==> src/design/cfg_hdr_pkg.sv <==
// Purpose: Constants for the configuration header register bank
// Assumes: 32-bit configuration data, word offsets as byte addresses
// Notes:   Shared by the bank and its latency counter
package cfg_hdr_pkg;
	// ----------------------------------------
	// Offsets
	// ----------------------------------------
	localparam logic [7:0] OFF_LAT_CLS   = 8'h0c;
	localparam logic [7:0] OFF_IO_BASE   = 8'h10;
	localparam logic [7:0] OFF_MEM_BASE  = 8'h14;
	localparam logic [7:0] OFF_SUBSYS    = 8'h2c;
	localparam logic [7:0] OFF_ROM_BASE  = 8'h30;
	// ----------------------------------------
	// Fields and reset values
	// ----------------------------------------
	localparam int LAT_LSB               = 8;
	localparam int BASE_LSB              = 7;
	localparam int SID_LSB               = 16;
	localparam int ROM_LSB               = 17;
	localparam logic [7:0] LAT_RESET     = 8'h40;
	localparam logic [7:0] CLS_RESET     = 8'h08;
	localparam logic [7:0] CLS_8         = 8'h08;
	localparam logic [7:0] CLS_16        = 8'h10;
	localparam logic [7:0] CLS_32        = 8'h20;
	localparam logic [1:0] ALIGN_NONE    = 2'h0;
	localparam logic [1:0] ALIGN_8       = 2'h1;
	localparam logic [1:0] ALIGN_16      = 2'h2;
	localparam logic [1:0] ALIGN_32      = 2'h3;
	localparam logic [31:0] ZERO_WORD    = 32'h0000_0000;
	localparam logic [24:0] BASE_ZERO    = 25'h000_0000;
	localparam logic [14:0] ROM_ZERO     = 15'h0000;
	localparam logic [15:0] SID_ZERO     = 16'h0000;
	localparam logic [7:0] BYTE_ZERO     = 8'h00;

	// Counter states
	typedef enum logic [2:0] {
		LC_IDLE    = 3'b001,
		LC_COUNT   = 3'b010,
		LC_EXPIRED = 3'b100
	} lat_state_t;
endpackage

==> src/design/bus_hold_counter.sv <==
// Purpose: Bus-hold latency counter for master transactions
// Assumes: frame and grant are same-clock levels from the master logic
// Notes:   Asks for termination once expired and grant withdrawn
`timescale 1ns/10ps
module bus_hold_counter (
	// Clock and reset
	input  wire logic       core_clk,
	input  wire logic       reset,
	// Master status
	input  wire logic       frame_active,
	input  wire logic       grant_active,
	input  wire logic [7:0] limit,
	// Result
	output logic            expired,
	output logic            end_request
);
	cfg_hdr_pkg::lat_state_t state_q;
	cfg_hdr_pkg::lat_state_t state_d;
	logic [7:0]              count_q;
	logic [7:0]              count_d;
	wire                     hit;

	assign hit = (count_q + 8'h01) >= limit;

	// --------------------------------------
	// Counting
	// --------------------------------------
	// start on frame
	always_comb begin
		state_d = state_q;
		count_d = count_q;
		case (state_q)
		cfg_hdr_pkg::LC_IDLE: begin
			count_d = cfg_hdr_pkg::BYTE_ZERO;
			if (frame_active) begin
				state_d = cfg_hdr_pkg::LC_COUNT;
			end
		end
		cfg_hdr_pkg::LC_COUNT: begin
			count_d = count_q + 8'h01;
			if (!frame_active) begin
				state_d = cfg_hdr_pkg::LC_IDLE;
			end else if (hit) begin
				state_d = cfg_hdr_pkg::LC_EXPIRED;
			end
		end
		cfg_hdr_pkg::LC_EXPIRED: begin
			if (!frame_active) begin
				state_d = cfg_hdr_pkg::LC_IDLE;
			end
		end
		default: begin
			state_d = cfg_hdr_pkg::LC_IDLE;
		end
		endcase
	end

	always_ff @(posedge core_clk) begin
		if (reset) begin
			state_q <= cfg_hdr_pkg::LC_IDLE;
			count_q <= cfg_hdr_pkg::BYTE_ZERO;
		end else begin
			state_q <= state_d;
			count_q <= count_d;
		end
	end

	assign expired = state_q == cfg_hdr_pkg::LC_EXPIRED;
	assign end_request = expired && frame_active && !grant_active;
endmodule

==> src/design/pci_config_header_regs.sv <==
// Purpose: Configuration header bank for latency, windows, subsystem id
// Assumes: Config access decoded upstream; one-cycle write/read strobes
// Notes:   Read data registered one cycle after the read strobe
`timescale 1ns/10ps
module pci_config_header_regs (
	// Clock and reset
	input  wire logic        core_clk,
	input  wire logic        reset,
	// Configuration access
	input  wire logic        cfg_write,
	input  wire logic        cfg_read,
	input  wire logic [7:0]  cfg_offset,
	input  wire logic [3:0]  cfg_byte_en,
	input  wire logic [31:0] cfg_wdata,
	output logic [31:0]      cfg_rdata,
	// EEPROM loader
	input  wire logic        sid_load,
	input  wire logic [15:0] sid_value,
	// Command register state
	input  wire logic        memory_access_enable,
	// Master status
	input  wire logic        frame_active,
	input  wire logic        grant_active,
	output logic             master_end_req,
	output logic             bus_hold_expired,
	// Window decode
	input  wire logic        mem_access,
	input  wire logic [31:0] mem_addr,
	input  wire logic        io_access,
	input  wire logic [31:0] io_addr,
	output logic             mem_window_hit,
	output logic             io_window_hit,
	output logic             rom_window_hit,
	output logic [1:0]       cache_align
);
	logic [7:0]  bus_hold_limit_q;
	logic [7:0]  line_size_dw_q;
	logic [24:0] io_window_base_q;
	logic [24:0] memory_window_base_q;
	logic [15:0] subsystem_identifier_q;
	logic [14:0] rom_base_q;
	logic        rom_enable_q;
	logic [31:0] rdata_q;
	logic        end_q;
	logic        exp_q;
	logic        mem_hit_q;
	logic        io_hit_q;
	logic        rom_hit_q;
	logic [1:0]  align_q;
	wire         cnt_expired;
	wire         cnt_end;
	wire         space_kind_flag;
	wire  [31:0] lat_word;
	wire  [31:0] io_word;
	wire  [31:0] mem_word;
	wire  [31:0] sid_word;
	wire  [31:0] rom_word;
	wire  [31:0] rdata_d;
	wire  [31:0] merged;
	wire  [1:0]  align_d;
	wire         wr_lat;
	wire         wr_io;
	wire         wr_mem;
	wire         wr_rom;

	// Merge write data with current word by byte enables
	function automatic logic [31:0] merge_bytes(input logic [31:0] old,
		input logic [31:0] neu, input logic [3:0] be);
		logic [31:0] r;
		r = old;
		for (int i = 0; i < 4; i++) begin
			if (be[i]) begin
				r[i*8 +: 8] = neu[i*8 +: 8];
			end
		end
		return r;
	endfunction

	// ----------------------------------------
	// Latency counter
	// ----------------------------------------
	bus_hold_counter u_counter (
		.core_clk     (core_clk),
		.reset        (reset),
		.frame_active (frame_active),
		.grant_active (grant_active),
		.limit        (bus_hold_limit_q),
		.expired      (cnt_expired),
		.end_request  (cnt_end)
	);

	// ----------------------------------------
	// Decode
	// ----------------------------------------
	assign wr_lat = cfg_write && cfg_offset == cfg_hdr_pkg::OFF_LAT_CLS;
	assign wr_io  = cfg_write && cfg_offset == cfg_hdr_pkg::OFF_IO_BASE;
	assign wr_mem = cfg_write && cfg_offset == cfg_hdr_pkg::OFF_MEM_BASE;
	assign wr_rom = cfg_write && cfg_offset == cfg_hdr_pkg::OFF_ROM_BASE;
	assign space_kind_flag = 1'b1;
	assign lat_word = {16'h0000, bus_hold_limit_q, line_size_dw_q};
	assign io_word  = {io_window_base_q, 6'h00, space_kind_flag};
	assign mem_word = {memory_window_base_q, 7'h00};
	assign sid_word = {subsystem_identifier_q, 16'h0000};
	assign rom_word = {rom_base_q, 16'h0000, rom_enable_q};
	assign rdata_d  =
		(cfg_offset == cfg_hdr_pkg::OFF_LAT_CLS)  ? lat_word :
		(cfg_offset == cfg_hdr_pkg::OFF_IO_BASE)  ? io_word  :
		(cfg_offset == cfg_hdr_pkg::OFF_MEM_BASE) ? mem_word :
		(cfg_offset == cfg_hdr_pkg::OFF_SUBSYS)   ? sid_word :
		(cfg_offset == cfg_hdr_pkg::OFF_ROM_BASE) ? rom_word :
		cfg_hdr_pkg::ZERO_WORD;
	assign merged = merge_bytes(rdata_d, cfg_wdata, cfg_byte_en);
	// Unsupported sizes leave alignment off
	assign align_d =
		(line_size_dw_q == cfg_hdr_pkg::CLS_8)  ? cfg_hdr_pkg::ALIGN_8  :
		(line_size_dw_q == cfg_hdr_pkg::CLS_16) ? cfg_hdr_pkg::ALIGN_16 :
		(line_size_dw_q == cfg_hdr_pkg::CLS_32) ? cfg_hdr_pkg::ALIGN_32 :
		cfg_hdr_pkg::ALIGN_NONE;

	// ----------------------------------------
	// Registers
	// ----------------------------------------
	always_ff @(posedge core_clk) begin
		if (reset) begin
			bus_hold_limit_q     <= cfg_hdr_pkg::LAT_RESET;
			line_size_dw_q       <= cfg_hdr_pkg::CLS_RESET;
		end else if (wr_lat) begin
			bus_hold_limit_q     <= merged[cfg_hdr_pkg::LAT_LSB +: 8];
			line_size_dw_q       <= merged[7:0];
		end
	end

	always_ff @(posedge core_clk) begin
		if (reset) begin
			io_window_base_q     <= cfg_hdr_pkg::BASE_ZERO;
			memory_window_base_q <= cfg_hdr_pkg::BASE_ZERO;
		end else begin
			if (wr_io) begin
				io_window_base_q     <= merged[31:cfg_hdr_pkg::BASE_LSB];
			end
			if (wr_mem) begin
				memory_window_base_q <= merged[31:cfg_hdr_pkg::BASE_LSB];
			end
		end
	end

	// ROM base kept for host setup
	always_ff @(posedge core_clk) begin
		if (reset) begin
			rom_base_q   <= cfg_hdr_pkg::ROM_ZERO;
			rom_enable_q <= 1'b0;
		end else if (wr_rom) begin
			rom_base_q   <= merged[31:cfg_hdr_pkg::ROM_LSB];
			rom_enable_q <= merged[0];
		end
	end

	always_ff @(posedge core_clk) begin
		if (reset) begin
			subsystem_identifier_q <= cfg_hdr_pkg::SID_ZERO;
		end else if (sid_load) begin
			subsystem_identifier_q <= sid_value;
		end
	end

	// ----------------------------------------
	// Outputs
	// ----------------------------------------
	always_ff @(posedge core_clk) begin
		if (reset) begin
			rdata_q   <= cfg_hdr_pkg::ZERO_WORD;
			end_q     <= 1'b0;
			exp_q     <= 1'b0;
			mem_hit_q <= 1'b0;
			io_hit_q  <= 1'b0;
			rom_hit_q <= 1'b0;
			align_q   <= cfg_hdr_pkg::ALIGN_NONE;
		end else begin
			rdata_q   <= cfg_read ? rdata_d : cfg_hdr_pkg::ZERO_WORD;
			end_q     <= cnt_end;
			exp_q     <= cnt_expired;
			mem_hit_q <= mem_access && memory_access_enable &&
				mem_addr[31:7] == memory_window_base_q;
			io_hit_q  <= io_access && io_addr[31:7] == io_window_base_q;
			rom_hit_q <= mem_access && memory_access_enable &&
				rom_enable_q && mem_addr[31:17] == rom_base_q;
			align_q   <= align_d;
		end
	end

	assign cfg_rdata        = rdata_q;
	assign master_end_req   = end_q;
	assign bus_hold_expired = exp_q;
	assign mem_window_hit   = mem_hit_q;
	assign io_window_hit    = io_hit_q;
	assign rom_window_hit   = rom_hit_q;
	assign cache_align      = align_q;

	// ----------------------------------------
	// Checks
	// ----------------------------------------
	a_lat_reset_value: assert property (@(posedge core_clk)
		$fell(reset) |-> lat_word[15:0] ==
		{cfg_hdr_pkg::LAT_RESET, cfg_hdr_pkg::CLS_RESET})
		else $error("latency/line size reset wrong");
	a_io_flag_one: assert property (@(posedge core_clk)
		disable iff (reset) cfg_read &&
		cfg_offset == cfg_hdr_pkg::OFF_IO_BASE
		|=> cfg_rdata[0] == 1'b1)
		else $error("io indicator not one");
	a_mem_flag_zero: assert property (@(posedge core_clk)
		disable iff (reset) cfg_read &&
		cfg_offset == cfg_hdr_pkg::OFF_MEM_BASE
		|=> cfg_rdata[6:0] == 7'h00)
		else $error("memory low bits not zero");
	a_io_base_write: assert property (@(posedge core_clk)
		disable iff (reset) wr_io && cfg_byte_en == 4'hf
		|=> io_window_base_q == $past(cfg_wdata[31:7]))
		else $error("io base not written");
	a_lat_reserved: assert property (@(posedge core_clk)
		disable iff (reset) cfg_read &&
		cfg_offset == cfg_hdr_pkg::OFF_LAT_CLS
		|=> cfg_rdata[31:16] == 16'h0000)
		else $error("reserved bits nonzero");
	a_sid_loaded: assert property (@(posedge core_clk)
		disable iff (reset) sid_load ##1 (cfg_read &&
		cfg_offset == cfg_hdr_pkg::OFF_SUBSYS && !sid_load)
		|=> cfg_rdata[31:16] == $past(sid_value, 2))
		else $error("subsystem id not loaded");
	a_mem_gated: assert property (@(posedge core_clk)
		disable iff (reset) !memory_access_enable |=> !mem_window_hit)
		else $error("memory window hit while disabled");
	a_end_needs_exp: assert property (@(posedge core_clk)
		disable iff (reset) master_end_req |-> $past(cnt_expired) &&
		!$past(grant_active) && $past(frame_active))
		else $error("end request without expiry");
	a_count_starts: assert property (@(posedge core_clk)
		disable iff (reset) u_counter.state_q == cfg_hdr_pkg::LC_IDLE &&
		frame_active |=> u_counter.state_q == cfg_hdr_pkg::LC_COUNT)
		else $error("counter did not start");
endmodule

==> config.mk <==
export PLATFORM = sky130hd
export DESIGN_NAME = pci_config_header_regs
export DESIGN_NICKNAME = d
export VERILOG_FILES = /design/src/design/cfg_hdr_pkg.sv /design/src/design/bus_hold_counter.sv /design/src/design/pci_config_header_regs.sv
export SDC_FILE = /design/constraint.sdc
export NUM_CORES = 1
export LEC_CHECK = 0
export ABC_AREA = 0
export BUFFER_PORTS_ARGS = -buffer_cell sky130_fd_sc_hd__buf_4
export CORE_MARGIN = 2
export CORE_UTILIZATION = 49
export DETAILED_ROUTE_END_ITERATION = 8
export GPL_ROUTABILITY_DRIVEN = 0
export MAX_ROUTING_LAYER = met4
export PLACE_DENSITY_LB_ADDON = 0.3
export RECOVER_POWER = 50
export SYNTH_ARGS = -nofsm -noshare
export SYNTH_HDL_FRONTEND = slang
export SYNTH_SLANG_ARGS = --single-unit
==> constraint.sdc <==
create_clock -name core_clk -period 2.2 [get_ports core_clk]
set_input_delay 0.33 -clock core_clk [delete_from_list [all_inputs] [get_ports core_clk]]
set_output_delay 0.33 -clock core_clk [all_outputs]
set_load 0.005 [all_outputs]
==> results.cfg, run 1 <==
[outcome]
result_of_the_run = complete, no violations

[timing]
min_period_ps = 2160
fmax_ghz = 0.464
setup-violations-final = 0
layout_setup_ws_ps = 43.1
max_slew.worst_pin.slew_ps = 713
layout_worst_path_cycle_share_pct = 98.0
hold_viol = 0
max_slew_vio_count = 0
skew_ps = 5.55
worst_slew_margin_rel_pct = 52.4
unrepaired_setup_endpoints_after_global_routing = true

[clock_tree]
cts_tree = built
clock_path_buffers = 2
insertion_delay_of_the_later_clocked_pin_in_the_worst_skew_pair_ps = 420
clk_pin_slew_worst_paths_ps = 60
cts-buffers-inserted = 17
clk_root_buffer_cell = sky130_fd_sc_hd__clkbuf_16
htree_num_levels = 4
clock_sink_count = 148

[routing]
wirelength_per_cell_um = 18.9
first_iter_violations = 1013
dr.pass1.iters = 5
route.vias.total = 7157
drcViolationCount = 0
drt.antenna.violating_nets = 0
drt-vias-per-instance = 5.91
routed_wl_mm = 22.9

[setup_path]
worst_setup_path_start_kind = flop
ff2ff_setup_slack_ps = 40
launch_point_of_the_worst_path = u_counter.count_q[1]
crit_arrival_ps = 2430
path_buf_inv = 0
timing.critical_path.cells = ha_4, and3_4, nand3_4, xnor2_2, ha_1, a21oi_2, nor2b_1, a211o_1, a31oi_2, nor4_1
timing.critical_path.to_type = flop
critPathKind = flop to flop
ff2ff_path_depth = 10
critical_path_peak_fanout = 4
timing.critical_path.slowest_cell_delay_ps = 370
timing.rr.start = u_counter.count_q[1]
cpLargestDelayFamily = compound AO/OA/AOI/OAI gates
worstSetupEndpoint = u_counter.state_q[2]
crit_slowest_cell = sky130_fd_sc_hd__dfxtp_4
timing.rr.end = u_counter.state_q[2]
cp.depth = 10
critPathRequiredTime_ps = 2470

[logic_synthesis]
dominantRegCellSynth = sky130_fd_sc_hd__dfxtp_1
yosys-top-cells-area = sky130_fd_sc_hd__dfxtp_1, sky130_fd_sc_hd__xor2_1, sky130_fd_sc_hd__a21oi_1
yosys_warnings = 0
synth.avg_cell_area_um2 = 8.55
number_of_library_cell_types_mapped_by_synthesis = 62
synth_top_cell_by_area = sky130_fd_sc_hd__dfxtp_1
post_synth_edffs = 0
mappedNetlistNets = 997
mappedNetlistArea_um2 = 7300
synth-seq-area-share_pct = 40.6
async_flop_share_pct = 0
ys_seq_elements = 148
synth_top_area_share_pct = 40.6
syn_inst = 854

[die]
starting_density_of_the_core_pct = 50.2
floorplan.core_area_um2 = 14500
num_io_pins = 173
die_y_um = 126
die_area_um2 = 15900
floorplan.die.width_um = 126
fp-row-count = 44

[placed_design]
dp_hpwl_mm = 16.8
pre_cts_ws_ps = -68.7
portBuffers = 158
numPlacedInstances = 1176
placement.cell_area_um2 = 8850

[grt]
grt_pass1_wl_mm = 35.1
gr-usage-all-layers_pct = 29.0
vias_in_the_first_global_route = 6348
maximum_number_of_pins_on_one_net_before_global_route_repair = 49
antenna_violations_before_repair = 0
grt_remaining_overflow = 0

[cells_and_area]
final_design_area_no_fill_um2 = 9550
finish.net_count = 1157
post_layout_nonfiller_instances = 1211
nFillCells = 1210
n_antenna_cell = 0
area_delta_synth_final_pct = 30.7
share_of_layout_cells_above_drive_strength_1_pct = 25.8
most_used_cells_in_the_layout_excluding_fill_and_tap_cells = sky130_fd_sc_hd__buf_4, sky130_fd_sc_hd__dfxtp_1, sky130_fd_sc_hd__nor2_1
most_frequent_standard_cell_in_the_layout_excluding_fill_and_tap_cells = sky130_fd_sc_hd__buf_4

[power_and_ir_drop]
power.static_leakage_nw = 3.85
irDropWorstVdd_mv = 0.574
power_density_nw_per_um2 = 673

[worst_hold_path]
holdCritPathClass = input pin to flop

[flow_run]
max-cap-violations = 0
## synth_stat cells (11+ instances only)
library cell,number
sky130_fd_sc_hd__mux2_2,11
sky130_fd_sc_hd__a211oi_1,27
sky130_fd_sc_hd__nand2b_1,12
sky130_fd_sc_hd__and3_1,12
sky130_fd_sc_hd__mux2i_1,19
sky130_fd_sc_hd__nand2_1,72
sky130_fd_sc_hd__nor2_1,76
sky130_fd_sc_hd__o21ai_1,24
sky130_fd_sc_hd__nand3_1,27
sky130_fd_sc_hd__clkbuf_1,41
sky130_fd_sc_hd__dfxtp_1,148
sky130_fd_sc_hd__nor4_1,20
sky130_fd_sc_hd__a221o_1,13
sky130_fd_sc_hd__a221oi_1,21
sky130_fd_sc_hd__buf_2,14
sky130_fd_sc_hd__inv_1,28
sky130_fd_sc_hd__o21ai_0,44
sky130_fd_sc_hd__xnor2_1,20
sky130_fd_sc_hd__xor2_1,55
sky130_fd_sc_hd__a21oi_1,57
## per-layer routing
layer  wire length [um]  global-route usage, %  part of all wire, %  vias to the layer above
met2              10200                   42.6                   44                      401
li1                   -                      -                    -                     3420
met4                496                   9.76                  2.2                        0
met5                  0                      -                    0                        -
met1              10200                   40.3                   44                     3297
met3               2070                   5.44                  9.0                       39
## how the worst min path moves through the flow
stage	start	to	slack (ps)	depth (start not counted)
finish	grant_active	master_end_req	60	2
detailed placement	line_size_dw_q[1]	line_size_dw_q[1]	460	2
global placement	line_size_dw_q[6]	line_size_dw_q[6]	460	2
global route	grant_active	master_end_req	60	2
floorplan	frame_active	u_counter.state_q[0]	400	1
CTS	grant_active	master_end_req	50	2
## power breakdown
group / switching, W / total [W] / internal (W)
logic: 0.000303 / 0.000559 / 0.000256
registers: 0.0000304 / 0.00273 / 0.00270
clock network: 0.00111 / 0.00313 / 0.00202
total: 0.00144 / 0.00642 / 0.00498
## cell families (layout without fill, tap and decap cells)
kind of cell / after synthesis / count (layout) / synth area share [%]
AND/OR/NAND/NOR: 260 / 260 / 17.4
AO/OA/AOI/OAI: 240 / 240 / 22.0
flip-flops: 148 / 148 / 40.6
buffers and inverters: 92 / 265 / 5.18
XOR/XNOR: 75 / 75 / 9.00
multiplexers: 30 / 30 / 4.30
adder cells (fa/ha/maj): 9 / 9 / 1.54
## registers in the layout (all words and copies together) (netlist names), 2 cells and up
register	cells
cfg_rdata	32
io_window_base_q	25
memory_window_base_q	25
subsystem_identifier_q	16
rom_base_q	15
bus_hold_limit_q	8
line_size_dw_q	8
u_counter.count_q	8
u_counter.state_q	3
cache_align	2
## layout make-up
class / instances / area [um2] / share of cell area [%]
Tap cell: 184 / 230 / 2.41
Multi-Input combinational cell: 614 / 4040 / 42.3
Sequential cell: 148 / 2970 / 31.1
Clock inverter: 8 / 146 / 1.53
Clock buffer: 24 / 492 / 5.15
Timing Repair Buffer: 204 / 1560 / 16.3
Inverter: 29 / 109 / 1.14
## per-stage QoR
step	util [%]	total power, W	hold slack (ps)	TNS, ps
3_5_place_dp	60.9	0.00335	457	-367
4_1_cts	65.4	0.00645	47.5	0
5_1_grt	65.7	0.00659	61.7	-45.2
3_3_place_gp	60.9	0.00334	457	-19.8
2_1_floorplan	-	0.00303	402	0
6_report	65.7	0.00642	64.5	0
## repair_timing
action                                  in CTS  in global routing
gates resized for setup                      3                 14
endpoints found under the hold margin        0                  0
buffers inserted                             0                  3
pin swaps                                    0                  8
endpoints found under the setup margin       2                  2
hold buffers                                 0                  0
gates cloned                                 0                  0
Note: power is estimated with default switching activity, not from simulation.
==> run 2, diff against run 1 <==
--- a/config.mk
+++ b/config.mk
@@ -8,7 +8,8 @@
 export ABC_AREA = 0
 export BUFFER_PORTS_ARGS = -buffer_cell sky130_fd_sc_hd__buf_4
 export CORE_MARGIN = 2
-export CORE_UTILIZATION = 49
+export CORE_UTILIZATION = 50
+export CTS_BUF_LIST = sky130_fd_sc_hd__clkbuf_4 sky130_fd_sc_hd__clkbuf_8
 export DETAILED_ROUTE_END_ITERATION = 8
 export GPL_ROUTABILITY_DRIVEN = 0
 export MAX_ROUTING_LAYER = met4
==> run 2 against run 1 <==
Clock skew grew 3.3 ps; clock power decreased by 20%; global-route usage down 0.26 points; total power is 9.9% lower; first-iteration DRC count decreased by 5.6%; cell count shrank 0.25%; core utilization shrank 0.89 points; hold slack got worse by 34 ps; critical endpoint is now u_counter.state_q[1]; largest cell class unchanged; highest routed layer unchanged.
==> results.cfg, run 2 (synthesis results as in run 1) <==
[timing]
min_period_ps = 2110
layout_worst_path_cycle_share_pct = 96.1
setup-violations-final = 0
max_slew.worst_pin.slew_ps = 1200
worst_slew_margin_rel_pct = 20.3
fmax_ghz = 0.473
skew_ps = 8.86
hold_viol = 0
layout_setup_ws_ps = 86.5
max_slew_vio_count = 0

[routing]
wirelength_per_cell_um = 18.5
first_iter_violations = 956
routed_wl_mm = 22.3
drt-vias-per-instance = 5.86
drt.antenna.violating_nets = 0
dr.pass1.iters = 6
route.vias.total = 7078
drcViolationCount = 0

[cells_and_area]
post_layout_nonfiller_instances = 1208
largest_register_ff_count = 32
finish.net_count = 1154
seqCellArea_um2 = 2970
nFillCells = 1285
multi_input_area_um2 = 4020
most_frequent_standard_cell_in_the_layout_excluding_fill_and_tap_cells = sky130_fd_sc_hd__buf_4
area_delta_synth_final_pct = 28.0
n_antenna_cell = 0
share_of_layout_cells_above_drive_strength_1_pct = 25.3
final_design_area_no_fill_um2 = 9350
most_used_cells_in_the_layout_excluding_fill_and_tap_cells = sky130_fd_sc_hd__buf_4, sky130_fd_sc_hd__dfxtp_1, sky130_fd_sc_hd__nor2_1

[clock_tree]
cts-buffers-inserted = 17
cts_tree = built
clock_sink_count = 148
htree_num_levels = 4
insertion_delay_of_the_later_clocked_pin_in_the_worst_skew_pair_ps = 460
clk_root_buffer_cell = sky130_fd_sc_hd__clkbuf_8
clk_pin_slew_worst_paths_ps = 80
clock_path_buffers = 2

[setup_path]
ff2ff_path_depth = 9
crit_slowest_cell = sky130_fd_sc_hd__dfxtp_2
worstSetupEndpoint = u_counter.state_q[1]
critPathKind = flop to flop
launch_point_of_the_worst_path = u_counter.count_q[4]
timing.rr.end = u_counter.state_q[1]
path_buf_inv = 0
critPathRequiredTime_ps = 2600
crit_arrival_ps = 2520
worst_setup_path_start_kind = flop
timing.critical_path.cells = and3_4, and3_4, and3_4, xor2_2, ha_1, and3_4, a211o_1, a31oi_4, o21a_1
cp.depth = 9
critical_path_peak_fanout = 3
timing.critical_path.slowest_cell_delay_ps = 330
timing.rr.start = u_counter.count_q[4]
path_common_cell = sky130_fd_sc_hd__and3_4
cpLargestDelayFamily = simple AND/OR/NAND/NOR gates
ff2ff_setup_slack_ps = 90
timing.critical_path.to_type = flop

[placed_design]
numPlacedInstances = 1175
portBuffers = 158
pre_cts_ws_ps = -28.8
placement.cell_area_um2 = 8840
dp_hpwl_mm = 16.8

[power_and_ir_drop]
power.share.combinational_pct = 9.8
irDropWorstVdd_mv = 0.369
intPower_w = 0.00445
power.static_leakage_nw = 3.77
switching_share_pct = 23.0
seqPwrFrac_pct = 47.1
pwr-share-clk_pct = 43.2
power_density_nw_per_um2 = 619
net-switching-power_w = 0.00133

[die]
die_area_um2 = 15600
floorplan.die.width_um = 125
starting_density_of_the_core_pct = 50.6
num_io_pins = 173
die_y_um = 125
floorplan.core_area_um2 = 14400
fp-row-count = 44

[worst_hold_path]
holdCritPathClass = input pin to flop
cells_on_worst_hold_path = 2

[grt]
grt_remaining_overflow = 0
antenna_violations_before_repair = 0
vias_in_the_first_global_route = 6257
gr-usage-all-layers_pct = 28.8
maximum_number_of_pins_on_one_net_before_global_route_repair = 49
grt_pass1_wl_mm = 34.0

[outcome]
result_of_the_run = complete, no violations

[flow_run]
max-cap-violations = 0
-- run 2: cell count changes in the layout (fill, tap and decap cells not counted), sizes merged --
cell,change
bufinv,+1
buf,-4
-- run 2: worst min-delay path by stage --
stage / start / endpoint / slack [ps]
after floorplan: frame_active / u_counter.state_q[0] / 400
after global placement: line_size_dw_q[2] / line_size_dw_q[2] / 460
after detailed placement: line_size_dw_q[6] / line_size_dw_q[6] / 460
after CTS: grant_active / master_end_req / 10
after global routing: grant_active / master_end_req / 10
final: grant_active / master_end_req / 30
-- run 2: worst register-to-register path: stages (launching register included) --
cell	delay, ps
sky130_fd_sc_hd__dfxtp_2	330
sky130_fd_sc_hd__and3_4	180
sky130_fd_sc_hd__and3_4	180
sky130_fd_sc_hd__and3_4	190
sky130_fd_sc_hd__xor2_2	140
sky130_fd_sc_hd__ha_1	320
sky130_fd_sc_hd__and3_4	160
sky130_fd_sc_hd__a211o_1	280
sky130_fd_sc_hd__a31oi_4	170
sky130_fd_sc_hd__o21a_1	130
-- run 2: repair_timing --
item	4_1_cts	5_1_grt
hold buffers	0	0
gates cloned	0	0
endpoints found under the setup margin	2	2
buffers inserted	0	1
gates resized for setup	2	11
pin swaps	0	4
-- run 2: metal layers --
metal | part of all wire [%] | GRT usage (%)
met3 | 8.9 | 5.37
met4 | 3.5 | 12.6
met5 | 0 | -
met2 | 42 | 40.1
met1 | 45 | 40.7
-- run 2: power groups by stage --
stage | clock network, W | logic (W) | registers [W]
final | 0.00250 | 0.000565 | 0.00272
after global routing | 0.00263 | 0.000604 | 0.00273
after CTS | 0.00252 | 0.000562 | 0.00272
after detailed placement | 0 | 0.000559 | 0.00279
after global placement | 0 | 0.000555 | 0.00279
after floorplan | 0 | 0.000258 | 0.00277
-- run 2: cell type report --
class,count,share of cell area [%]
Multi-Input combinational cell,614,43.0
Sequential cell,148,31.7
Timing Repair Buffer,201,16.5
Clock buffer,23,3.25
Tap cell,184,2.46
Clock inverter,9,1.85
Inverter,29,1.16
-- run 2: metrics by stage --
stage          setup TNS (ps)  power, W  util, %  hold WS (ps)
6_report                    0   0.00579     64.8          30.6
5_1_grt                 -6.59   0.00597     64.8          10.1
4_1_cts                     0   0.00580     64.7          11.0
3_5_place_dp            -53.8   0.00335     61.3           464
3_3_place_gp                0   0.00334     61.3           455
2_1_floorplan               0   0.00303        -           402
==> run 3, diff against run 2 <==
--- a/config.mk
+++ b/config.mk
@@ -12,6 +12,7 @@
 export CTS_BUF_LIST = sky130_fd_sc_hd__clkbuf_4 sky130_fd_sc_hd__clkbuf_8
 export DETAILED_ROUTE_END_ITERATION = 8
 export GPL_ROUTABILITY_DRIVEN = 0
+export HOLD_SLACK_MARGIN = 0.06
 export MAX_ROUTING_LAYER = met4
 export PLACE_DENSITY_LB_ADDON = 0.3
 export RECOVER_POWER = 50
==> run 3 against run 2 <==
Clock skew is 0.88 ps lower; first-iteration DRC count is 7.5% lower; global-route usage is essentially flat; critical path depth is the same; clock power about the same; critical endpoint unchanged; combinational power barely moved; clock-buffer cell count is the same; core utilization increased by 0.14 points; sequential power about the same.
==> results.cfg, run 3 (synthesis results as in run 1) <==
[outcome]
result_of_the_run = complete, no violations

[setup_path]
worst_setup_path_start_kind = flop
cpLargestDelayFamily = simple AND/OR/NAND/NOR gates
critPathRequiredTime_ps = 2600
worstSetupEndpoint = u_counter.state_q[1]
path_buf_inv = 0
timing.rr.start = u_counter.count_q[4]
ff2ff_setup_slack_ps = 90
timing.critical_path.cells = and3_4, and3_4, and3_4, xor2_2, ha_1, and3_4, a211o_1, a31oi_4, o21a_1
critical_path_peak_fanout = 3
cp.depth = 9
launch_point_of_the_worst_path = u_counter.count_q[4]
timing.critical_path.to_type = flop
crit_slowest_cell = sky130_fd_sc_hd__dfxtp_2
critPathKind = flop to flop
crit_arrival_ps = 2520
path_common_cell = sky130_fd_sc_hd__and3_4
ff2ff_path_depth = 9
timing.rr.end = u_counter.state_q[1]
timing.critical_path.slowest_cell_delay_ps = 330

[placed_design]
numPlacedInstances = 1175
portBuffers = 158
dp_hpwl_mm = 16.8

[clock_tree]
insertion_delay_of_the_later_clocked_pin_in_the_worst_skew_pair_ps = 460
clock_path_buffers = 2
cts-buffers-inserted = 17
clk_pin_slew_worst_paths_ps = 80
clock_sink_count = 148
cts_tree = built
htree_num_levels = 4
clk_root_buffer_cell = sky130_fd_sc_hd__clkbuf_8

[routing]
drt.antenna.violating_nets = 0
first_iter_violations = 884
drt-vias-per-instance = 5.85
route.vias.total = 7082
drcViolationCount = 0
routed_wl_mm = 22.4
dr.pass1.iters = 6
wirelength_per_cell_um = 18.5

[timing]
setup-violations-final = 0
layout_worst_path_cycle_share_pct = 96.0
fmax_ghz = 0.473
hold_viol = 0
worst_slew_margin_rel_pct = 21.2
max_slew_vio_count = 0
min_period_ps = 2110
skew_ps = 7.98
max_slew.worst_pin.slew_ps = 1180
final.hold.worst_slack_ps = 106

[die]
die_y_um = 125
floorplan.die.width_um = 125
floorplan.core_area_um2 = 14400
num_io_pins = 173
starting_density_of_the_core_pct = 50.6
die_area_um2 = 15600
fp-row-count = 44

[cells_and_area]
most_frequent_standard_cell_in_the_layout_excluding_fill_and_tap_cells = sky130_fd_sc_hd__buf_4
area_delta_synth_final_pct = 28.3
largest_register_ff_count = 32
most_used_cells_in_the_layout_excluding_fill_and_tap_cells = sky130_fd_sc_hd__buf_4, sky130_fd_sc_hd__dfxtp_1, sky130_fd_sc_hd__nor2_1
post_layout_nonfiller_instances = 1210
n_antenna_cell = 0
share_of_layout_cells_above_drive_strength_1_pct = 25.2
finish.net_count = 1156

[grt]
antenna_violations_before_repair = 0
grt_remaining_overflow = 0
maximum_number_of_pins_on_one_net_before_global_route_repair = 49
grt_pass1_wl_mm = 34.1
vias_in_the_first_global_route = 6269
gr-usage-all-layers_pct = 28.8

[power_and_ir_drop]
power_density_nw_per_um2 = 618
irDropWorstVdd_mv = 0.370
power.static_leakage_nw = 3.78

[flow_run]
max-cap-violations = 0

[worst_hold_path]
holdCritPathClass = input pin to flop
run 3: layer usage:
layer | up-vias | GRT usage [%] | share of wire [%]
li1 | 3407 | - | -
met4 | 0 | 12.6 | 3.3
met1 | 3254 | 40.7 | 45
met2 | 375 | 40.1 | 43
met5 | - | - | 0
met3 | 46 | 5.37 | 9.6
run 3: through the flow:
step | utilization, % | setup WS, ps | TNS [ps] | instance area (um2) | power, W
final | 64.9 | 87.6 | 0 | 9370 | 0.00579
after global routing | 64.9 | -6.59 | -6.59 | 9370 | 0.00597
after CTS | 64.8 | 3.87 | 0 | 9350 | 0.00581
after detailed placement | 61.3 | -28.8 | -53.8 | 8840 | 0.00335
after global placement | 61.3 | 17.0 | 0 | 8840 | 0.00334
after floorplan | - | 23.1 | 0 | 7300 | 0.00303
run 3: repair_timing:
item | 4_1_cts | 5_1_grt
resized for setup | 2 | 11
setup endpoints to repair | 2 | 2
buffers inserted | 0 | 1
hold buffers | 2 | 0
pin swaps | 0 | 4
endpoints found under the hold margin | 2 | 0
run 3: area by class of cell:
cell class,count,area [um2]
timing repair buffer,203,1570
sequential,148,2970
clock buffer,23,304
inverter,29,109
multi-input combinational,614,4020
tap,184,230
fill,1281,5060
clock inverter,9,173
run 3: worst min path at each step:
stage                                  from                         to  slack, ps  depth (start not counted)
after floorplan                frame_active       u_counter.state_q[0]        400                          1
after global placement    line_size_dw_q[2]          line_size_dw_q[2]        460                          2
after detailed placement  line_size_dw_q[6]          line_size_dw_q[6]        460                          2
after CTS                      sid_value[0]  subsystem_identifier_q[0]         90                          3
after global routing           sid_value[7]  subsystem_identifier_q[7]         90                          3
final                          sid_value[0]  subsystem_identifier_q[0]        110                          3
run 3: worst reg2reg max path, cell delays in order, from the launching register on:
cell and delay [ps]:
sky130_fd_sc_hd__dfxtp_2 330, sky130_fd_sc_hd__and3_4 180, sky130_fd_sc_hd__and3_4 180, sky130_fd_sc_hd__and3_4 190
sky130_fd_sc_hd__xor2_2 140, sky130_fd_sc_hd__ha_1 310, sky130_fd_sc_hd__and3_4 160, sky130_fd_sc_hd__a211o_1 280
sky130_fd_sc_hd__a31oi_4 170, sky130_fd_sc_hd__o21a_1 130
run 3: report_power, final:
part	switching, W	internal, W	leakage, nW
clock network	0.00101	0.00149	0.243
logic	0.000304	0.000263	2.34
registers	0.0000236	0.00270	1.20
total	0.00133	0.00446	3.78
